`config.mk`:
```
export PLATFORM = sky130hd
export DESIGN_NAME = prs_port
export DESIGN_NICKNAME = d
export VERILOG_FILES = /design/src/logic/prs_sync.v /design/src/logic/prs_wake.v /design/src/logic/prs_port.v
export VERILOG_INCLUDE_DIRS = /design/src /design/src/logic
export SDC_FILE = /design/constraint.sdc
export NUM_CORES = 1
export LEC_CHECK = 0
export ABC_CLOCK_PERIOD_IN_PS = 2600
export BUFFER_PORTS_ARGS = -buffer_cell sky130_fd_sc_hd__buf_2
export CELL_PAD_IN_SITES_DETAIL_PLACEMENT = 0
export CELL_PAD_IN_SITES_GLOBAL_PLACEMENT = 1
export CORE_MARGIN = 2
export CORE_UTILIZATION = 35
export DETAILED_ROUTE_END_ITERATION = 16
export GPL_ROUTABILITY_DRIVEN = 0
export PLACE_DENSITY_LB_ADDON = 0.1
export SKIP_LAST_GASP = 1
export SYNTH_ARGS = -nofsm -noshare
export SYNTH_HDL_FRONTEND = slang
export SYNTH_SLANG_ARGS = --single-unit
export TNS_END_PERCENT = 20
```
`constraint.sdc`:
```
create_clock -name clk -period 2.6 [get_ports clk]
set_clock_uncertainty 0.1 [all_clocks]
set_input_delay 0.52 -clock clk [delete_from_list [all_inputs] [get_ports clk]]
set_output_delay 0.52 -clock clk [all_outputs]
set_load 0.005 [all_outputs]
```
`src/logic/prs_map.vh`:
```
`ifndef PRS_MAP_VH
`define PRS_MAP_VH
// Register byte addresses on the APB.
`define PRS_A_KEY      12'h000
`define PRS_A_DATA     12'h004
`define PRS_A_DIR      12'h008
`define PRS_A_FSEL     12'h00C
`define PRS_A_WAKE_EN  12'h010
`define PRS_A_READ     12'h014
`define PRS_A_BITOP    12'h018
`define PRS_A_ADCH     12'h01C
`define PRS_A_STAT     12'h020
`define PRS_A_MASK     12'h024
`define PRS_A_SLEEP    12'h028
// Reset values and the readback unlock key.
`define PRS_KEY_RST    8'h00
`define PRS_DATA_RST   8'hFF
`define PRS_DIR_RST    8'hFF
`define PRS_FSEL_RST   16'h0000
`define PRS_UNLOCK     8'hCA
// Pin function codes, two bits per pin.
`define PRS_FN_GPIO    2'h0
`define PRS_FN_PERIPH  2'h1
`define PRS_FN_ANALOG  2'h2
// Status bit positions.
`define PRS_ST_WAKE    0
`define PRS_ST_BITOP   1
// Bit operation field positions.
`define PRS_BO_SET     3
`define PRS_BO_REG     4
`endif

```
`src/logic/prs_sync.v`:
```
`timescale 1ns/10ps
`default_nettype none
module prs_sync #(
	parameter W = 8
) (
	input  wire         clk,
	input  wire         nrst,
	input  wire [W-1:0] d,
	output wire [W-1:0] q
);
	reg [W-1:0] s1_q;
	reg [W-1:0] s2_q;

	always @(posedge clk or negedge nrst) begin
		if (!nrst) begin
			s1_q <= {W{1'b1}};
			s2_q <= {W{1'b1}};
		end else begin
			s1_q <= d;
			s2_q <= s1_q;
		end
	end
	assign q = s2_q;
endmodule // prs_sync
`default_nettype wire

```
`src/logic/prs_wake.v`:
```
`timescale 1ns/10ps
`default_nettype none
module prs_wake #(
	parameter W = 8
) (
	input  wire         clk,
	input  wire         nrst,
	input  wire [W-1:0] pin_sync,
	input  wire [W-1:0] wake_en,
	input  wire         asleep,
	output wire         wake
);
	reg  [W-1:0] prev_q;
	wire [W-1:0] fall;

	always @(posedge clk or negedge nrst) begin
		if (!nrst) begin
			prev_q <= {W{1'b1}};
		end else begin
			prev_q <= pin_sync;
		end
	end

	// Each pin has its own enable, so any mix of pins may wake the part.
	genvar i;
	generate
		for (i = 0; i < W; i = i + 1) begin : g_fall
			assign fall[i] = prev_q[i] & ~pin_sync[i] & wake_en[i];
		end
	endgenerate
	assign wake = asleep & (|fall);
endmodule // prs_wake
`default_nettype wire

```
`src/logic/prs_port.v`:
```
// How it works
// - Readback enable high only when key equals unlock.
// - Other key values: read path by function and direction.
// - Readback on: reads return actual pin levels.
// - Readback changes read and analog paths only.
// - Readback off: pins follow selected function; the drivers here follow data latch and direction only, whatever the function.
// - Readback off, GPIO function: direction 0 latch, 1 pin.
// - Readback off: analog path only if selected.
// - Readback on: selected channel analog path forced.
// - Reset sets data and direction bits high.
// - Output switch without write drives high.
// - Bit set/clear reads, modifies, writes byte.
// - Sleep: falling edge on enabled pin wakes.
// - Wake enable chosen per pin individually.
//
// Chosen here: the address map and the APB interface to the registers.
`timescale 1ns/10ps
`default_nettype none
`include "prs_map.vh"
module prs_port #(
	parameter W = 8
) (
	input  wire          clk,
	input  wire          nrst,
	input  wire          psel,
	input  wire          penable,
	input  wire          pwrite,
	input  wire [11:0]   paddr,
	input  wire [31:0]   pwdata,
	output reg  [31:0]   prdata,
	output reg           pready,
	output reg           pslverr,
	input  wire [W-1:0]  pin_in,
	output reg  [W-1:0]  pin_out,
	output reg  [W-1:0]  pin_oe,
	output reg  [W-1:0]  analog_sw,
	output reg           readback_enable,
	output reg           wake_req,
	output reg           irq
);
	reg  [7:0]     readback_test_key_q;
	reg  [W-1:0]   port_data_q;
	reg  [W-1:0]   port_direction_q;
	reg  [2*W-1:0] fsel_q;
	reg  [W-1:0]   wake_en_q;
	reg  [2:0]     adc_chan_q;
	reg  [1:0]     stat_q;
	reg  [1:0]     mask_q;
	reg            sleep_q;
	reg  [W-1:0]   rd_val;
	reg  [W-1:0]   ana_d;
	reg  [W-1:0]   rmw;
	reg  [31:0]    rdata_d;
	reg            hit;
	wire [W-1:0]   pin_s;
	wire           wake;
	wire           key_ok;
	wire           acc;
	wire           wr;
	wire           rd;
	wire [2:0]     bo_bit;
	wire [1:0]     set_ev;
	wire [1:0]     clr_ev;
	integer        i;

	prs_sync #(.W(W)) u_sync (
		.clk  (clk),
		.nrst (nrst),
		.d    (pin_in),
		.q    (pin_s)
	);

	prs_wake #(.W(W)) u_wake (
		.clk      (clk),
		.nrst     (nrst),
		.pin_sync (pin_s),
		.wake_en  (wake_en_q),
		.asleep   (sleep_q),
		.wake     (wake)
	);

	// The unlock compare is purely combinational on the stored key, so a key write
	// is visible to the very next port read.
	assign key_ok = (readback_test_key_q == `PRS_UNLOCK);
	assign acc    = psel & penable;
	assign wr     = acc & pwrite;
	assign rd     = acc & ~pwrite;
	assign bo_bit = pwdata[2:0];

	// Port read value per pin.
	always @* begin
		for (i = 0; i < W; i = i + 1) begin
			if (key_ok) begin
				rd_val[i] = pin_s[i];
			end else if (fsel_q[2*i +: 2] == `PRS_FN_ANALOG) begin
				rd_val[i] = port_direction_q[i];
			end else if (fsel_q[2*i +: 2] == `PRS_FN_PERIPH) begin
				rd_val[i] = pin_s[i];
			end else if (port_direction_q[i]) begin
				rd_val[i] = pin_s[i];
			end else begin
				rd_val[i] = port_data_q[i];
			end
		end
	end

	// Analog switch per pin; channel index equals pin index here.
	always @* begin
		for (i = 0; i < W; i = i + 1) begin
			if (key_ok) begin
				ana_d[i] = (adc_chan_q == i[2:0]) &
					((fsel_q[2*i +: 2] == `PRS_FN_ANALOG) | 1'b1);
			end else begin
				ana_d[i] = (adc_chan_q == i[2:0]) &
					(fsel_q[2*i +: 2] == `PRS_FN_ANALOG);
			end
		end
	end

	// A bit operation on the data latch reads the whole port first, so pins read as inputs may be
	// written back into the latch; this matches the documented read-modify-write.
	always @* begin
		if (pwdata[`PRS_BO_REG]) begin
			rmw = port_direction_q;
		end else begin
			rmw = rd_val;
		end
		rmw[bo_bit] = pwdata[`PRS_BO_SET];
	end

	assign set_ev[`PRS_ST_WAKE]  = wake;
	assign set_ev[`PRS_ST_BITOP] = wr & (paddr == `PRS_A_BITOP);
	assign clr_ev = (rd & (paddr == `PRS_A_STAT)) ? 2'h3 : 2'h0;

	always @* begin
		hit     = 1'b1;
		rdata_d = 32'h00000000;
		case (paddr)
			`PRS_A_KEY:     rdata_d[7:0]     = readback_test_key_q;
			`PRS_A_DATA:    rdata_d[W-1:0]   = port_data_q;
			`PRS_A_DIR:     rdata_d[W-1:0]   = port_direction_q;
			`PRS_A_FSEL:    rdata_d[2*W-1:0] = fsel_q;
			`PRS_A_WAKE_EN: rdata_d[W-1:0]   = wake_en_q;
			`PRS_A_READ:    rdata_d[W-1:0]   = rd_val;
			`PRS_A_BITOP:   rdata_d          = 32'h00000000;
			`PRS_A_ADCH:    rdata_d[2:0]     = adc_chan_q;
			`PRS_A_STAT:    rdata_d[1:0]     = stat_q;
			`PRS_A_MASK:    rdata_d[1:0]     = mask_q;
			`PRS_A_SLEEP:   rdata_d[0]       = sleep_q;
			default:        hit              = 1'b0;
		endcase
	end

	always @(posedge clk or negedge nrst) begin
		if (!nrst) begin
			readback_test_key_q <= `PRS_KEY_RST;
			port_data_q         <= {W{1'b1}};
			port_direction_q    <= {W{1'b1}};
			fsel_q              <= {2*W{1'b0}};
			wake_en_q           <= {W{1'b0}};
			adc_chan_q          <= 3'h0;
			stat_q              <= 2'h0;
			mask_q              <= 2'h0;
			sleep_q             <= 1'b0;
			prdata              <= 32'h00000000;
			pready              <= 1'b0;
			pslverr             <= 1'b0;
			pin_out             <= {W{1'b1}};
			pin_oe              <= {W{1'b0}};
			analog_sw           <= {W{1'b0}};
			readback_enable     <= 1'b0;
			wake_req            <= 1'b0;
			irq                 <= 1'b0;
		end else begin
			pready  <= psel & ~penable;
			pslverr <= psel & ~penable & ~hit;
			if (psel & ~penable & ~pwrite) begin
				prdata <= rdata_d;
			end
			if (wr & pready) begin
				case (paddr)
					`PRS_A_KEY:     readback_test_key_q <= pwdata[7:0];
					`PRS_A_DATA:    port_data_q         <= pwdata[W-1:0];
					`PRS_A_DIR:     port_direction_q    <= pwdata[W-1:0];
					`PRS_A_FSEL:    fsel_q              <= pwdata[2*W-1:0];
					`PRS_A_WAKE_EN: wake_en_q           <= pwdata[W-1:0];
					`PRS_A_ADCH:    adc_chan_q          <= pwdata[2:0];
					`PRS_A_MASK:    mask_q              <= pwdata[1:0];
					`PRS_A_SLEEP:   sleep_q             <= pwdata[0];
					`PRS_A_BITOP: begin
						if (pwdata[`PRS_BO_REG]) begin
							port_direction_q <= rmw;
						end else begin
							port_data_q <= rmw;
						end
					end
					default: ;
				endcase
			end
			if (wake) begin
				sleep_q <= 1'b0;
			end
			// Set wins over the read clear so a wake in the read cycle survives.
			stat_q <= (stat_q & ~(clr_ev & {2{pready}})) | (set_ev & {2{~wr | pready}});
			irq    <= |(stat_q & mask_q);
			wake_req <= wake;
			// Drivers follow the data latch and direction register only; readback never touches them.
			pin_out   <= port_data_q;
			pin_oe    <= ~port_direction_q;
			analog_sw <= ana_d;
			readback_enable <= key_ok;
		end
	end
endmodule // prs_port
`default_nettype wire

```
==> results.sh <==
export IMPL_finalCriticalPeriod_ns=2.536
export IMPL_clock_path_buffers=2
export IMPL_worst_setup_path_type="primary input to flop"
export IMPL_io_pins=118
export IMPL_endpoint_kind="flop"
export IMPL_synth_ff_type="dfrtp_1"
export IMPL_grt_use_total=0.2182
export IMPL_wl_per_cell_um=20.41
export IMPL_max_stage_delay_ns=0.52
export IMPL_ff_latch_area_um2=3188
export IMPL_antenna_found_initial=0
export IMPL_critPathMaxFanout=7
export IMPL_post_place_ws_ns=-0.3711
export IMPL_start_util=0.3602
export IMPL_place_inst=898
export IMPL_grt_overflow_total=0
export IMPL_fin_crit_sh=0.9753
export IMPL_clockRootBuffer="clkbuf_16"
export IMPL_async_reset_ff_frac=1.000
export IMPL_die_w_um=134.9
export IMPL_fill_cells=1616
export IMPL_grt_max_degree=51
export IMPL_postPlaceCellArea_um2=6945
export IMPL_io_buffers=85
export IMPL_maxSlewViolCount=0
export IMPL_h_tree_depth=4
export IMPL_whs_ns=0.09391
export IMPL_clkLatencyLatePin_ns=0.42
export IMPL_hp_class="primary input to flop"
export IMPL_clock_sinks=125
export IMPL_grt_pass1_vias=4924
export IMPL_maxCapViolCount=0
export IMPL_final_hold_viol_count=0
export IMPL_fin_ws_ns=0.06418
export IMPL_internal_power_mw=3.727
export IMPL_rsz0062_at_grt="no"
export IMPL_timing_fmax_ghz=0.3944
export IMPL_synthCells=574
export IMPL_die_h_um=134.9
export IMPL_finalPower_mw=4.790
export IMPL_final_cell_area_um2=7586
export IMPL_drc=0
export IMPL_power_switching_mw=1.063
export IMPL_synth_edff_count=0
export IMPL_setup_viol=0
export IMPL_design_die_area_um2=18190
export IMPL_drtIter0Drc=426
export IMPL_crit_slowest_cell="or4_4"
export IMPL_crit_chain="buf_2 -> or4_4 -> or3_1 -> buf_4 -> nor4b_4 -> and3_4 -> mux2_2"
export IMPL_cp_top_family="simple AND/OR/NAND/NOR gates"
export IMPL_max_slew_margin=0.6573
export IMPL_p_per_area_nw_per_um2=631.4
export IMPL_drive_above_1_share=0.3601
export IMPL_cts_tree="done"
export IMPL_final_cell_count_no_fill=931
export IMPL_worst_setup_path_start_kind="primary input"
export IMPL_dr_pass1_iters=5
export IMPL_place_hpwl_um=13730
export IMPL_p_leak_nw=3.377
export IMPL_multi_input_area_um2=2562
export IMPL_clkSlewWorstSetupHoldPaths_ns=0.06
export IMPL_post_synth_num_cell_types=68
export IMPL_worst_slew_pin_slew_ns=0.5010
export IMPL_antenna_left=0
export IMPL_final_util=0.4558
export IMPL_core_um2=16640
export IMPL_wl_um=19010
export IMPL_numCtsBuffers=17
export IMPL_ir_worst_vdd_mv=0.4671
export IMPL_synth_area_um2=5994
export IMPL_p_sw_frac=0.2220
export IMPL_rows=47
export IMPL_worstPathArrival_ns=2.78
export IMPL_vias_per_cell=5.405
export IMPL_vias=5032
export IMPL_status="complete, no violations"
export IMPL_seqPwrFrac=0.420
export IMPL_yosys_warnings=0
export IMPL_yosysSeqAreaShare=0.5318
export IMPL_path_buf_inv=2
export IMPL_pwr_share_clk=0.529
export IMPL_area_growth_pct=26.55
export IMPL_nets=755
export IMPL_ys_ff_latch=125
export IMPL_setup_tns_ns=0
export IMPL_avgSynthCellArea_um2=10.44
export IMPL_diodes=0
export IMPL_grt_pass1_wl_um=29260
export IMPL_critPathRequiredTime_ns=2.85
export IMPL_power_share_combinational=0.051
[power groups by stage]
stage	Sequential [mW]	Combinational, mW	Clock [mW]
after floorplan	2.03	0.115	0
after global placement	2.04	0.243	0
after detailed placement	2.04	0.245	0
after CTS	2.01	0.247	2.58
after global routing	2.01	0.271	2.69
final	2.01	0.246	2.53
[path summary, 6_finish.rpt]
| path | startpoint | endpoint | slack (ns) | depth (start not counted) |
|---|---|---|---|---|
| max | paddr[1] | port_direction_q[7]$_DFFE_PN1P_ | 0.06 | 7 |
| min | pin_in[0] | u_sync.s1_q[0]$_DFF_PN1_ | 0.09 | 1 |
| max reg2reg | readback_test_key_q[2]$_DFFE_PN0P_ | prdata[4]$_DFFE_PN0P_ | 0.22 | 7 |
| min reg2reg | u_sync.s1_q[0]$_DFF_PN1_ | u_sync.q[0]$_DFF_PN1_ | 0.25 | 0 |
| max in group asynchronous | nrst | port_direction_q[7]$_DFFE_PN1P_ | 1.19 | 3 |
| min in group asynchronous | nrst | analog_sw[7]$_DFF_PN0_ | 0.51 | 2 |
[timing repair]
item                                    in CTS  in global routing
hold buffers                                 1                  0
setup buffers                                0                  0
hold endpoints to repair                    30                  0
resized for setup                            0                  1
endpoints found under the setup margin       0                  1
[sequential cells by signal, summed over array words and instances, names as in the netlist, 2 cells and up]
signal	flops
wake_en_q	8
port_data_q	8
adc_chan_q	3
pin_out	8
analog_sw	8
mask_q	2
u_wake.prev_q	8
u_sync.q	8
port_direction_q	8
prdata	16
u_sync.s1_q	8
stat_q	2
pin_oe	8
fsel_q	16
readback_test_key_q	8
[per-layer routing]
layer,part of all wire,track usage,wire [µm],vias to the layer above
li1,-,-,-,2316
met5,0,0,0,-
met2,0.45,0.3254,8553,167
met3,0.052,0.04354,992,23
met4,0.018,0.07310,338,0
met1,0.48,0.3181,9122,2526
[worst reg2reg max path, cell delays in order (launching register included)]
cell	delay, ns
dfrtp_1	0.40
or4bb_1	0.54
or2_1	0.27
inv_2	0.10
buf_4	0.25
a311o_1	0.19
nand2_1	0.09
a221o_1	0.33
[cell families (layout without fill, tap and decap cells)]
kind of cell           count (synthesis)  after routing  synth area share
AO/OA/AOI/OAI                        135            135            0.1449
flip-flops                           125            125            0.5318
buffers and inverters                 66            188           0.05448
multiplexers                          45             45           0.08891
other                                  1             16         0.0006256
AND/OR/NAND/NOR                      202            202            0.1793
[final cells by class]
| class | instances | area share |
|---|---|---|
| clock buffer | 22 | 0.06119 |
| tap | 220 | 0.03629 |
| clock inverter | 10 | 0.02128 |
| multi-input combinational | 398 | 0.3378 |
| inverter | 21 | 0.01039 |
| sequential | 125 | 0.4203 |
| timing repair buffer | 135 | 0.1128 |
[placed cells by master, fill, tap and decap left out, types with 6 or more instances in the layout]
cell type  synthesis  layout
buf_2              3      84
dfrtp_1           77      77
nand2_1           68      68
dfstp_2           48      48
buf_4             18      46
o21ai_0           33      33
mux2_2            30      30
a21oi_1           29      29
nor2_1            26      26
inv_1             20      20
nand3_1           18      18
a31oi_1           17      17
clkbuf_16          0      17
conb_1             1      16
nor3_1            11      11
nand4_1            9       9
o22ai_1            8       8
nand2b_1           8       8
nor2b_1            8       8
nor3b_1            8       8
o211ai_1           8       8
and3_1             8       7
mux2_1             6       6
mux2i_1            6       6
[synth_stat cells, types with 9 or more instances]
cell | number | area share
nand4_1 | 9 | 0.0094
nor2_1 | 26 | 0.016
buf_4 | 18 | 0.023
nor3_1 | 11 | 0.0092
o21ai_0 | 33 | 0.028
nand3_1 | 18 | 0.015
mux2_2 | 30 | 0.056
clkbuf_1 | 16 | 0.010
nand2_1 | 68 | 0.043
inv_1 | 20 | 0.013
a31oi_1 | 17 | 0.018
a21oi_1 | 29 | 0.024
dfstp_2 | 48 | 0.21
dfrtp_1 | 77 | 0.32
Note: power is estimated with default switching activity, not from simulation.
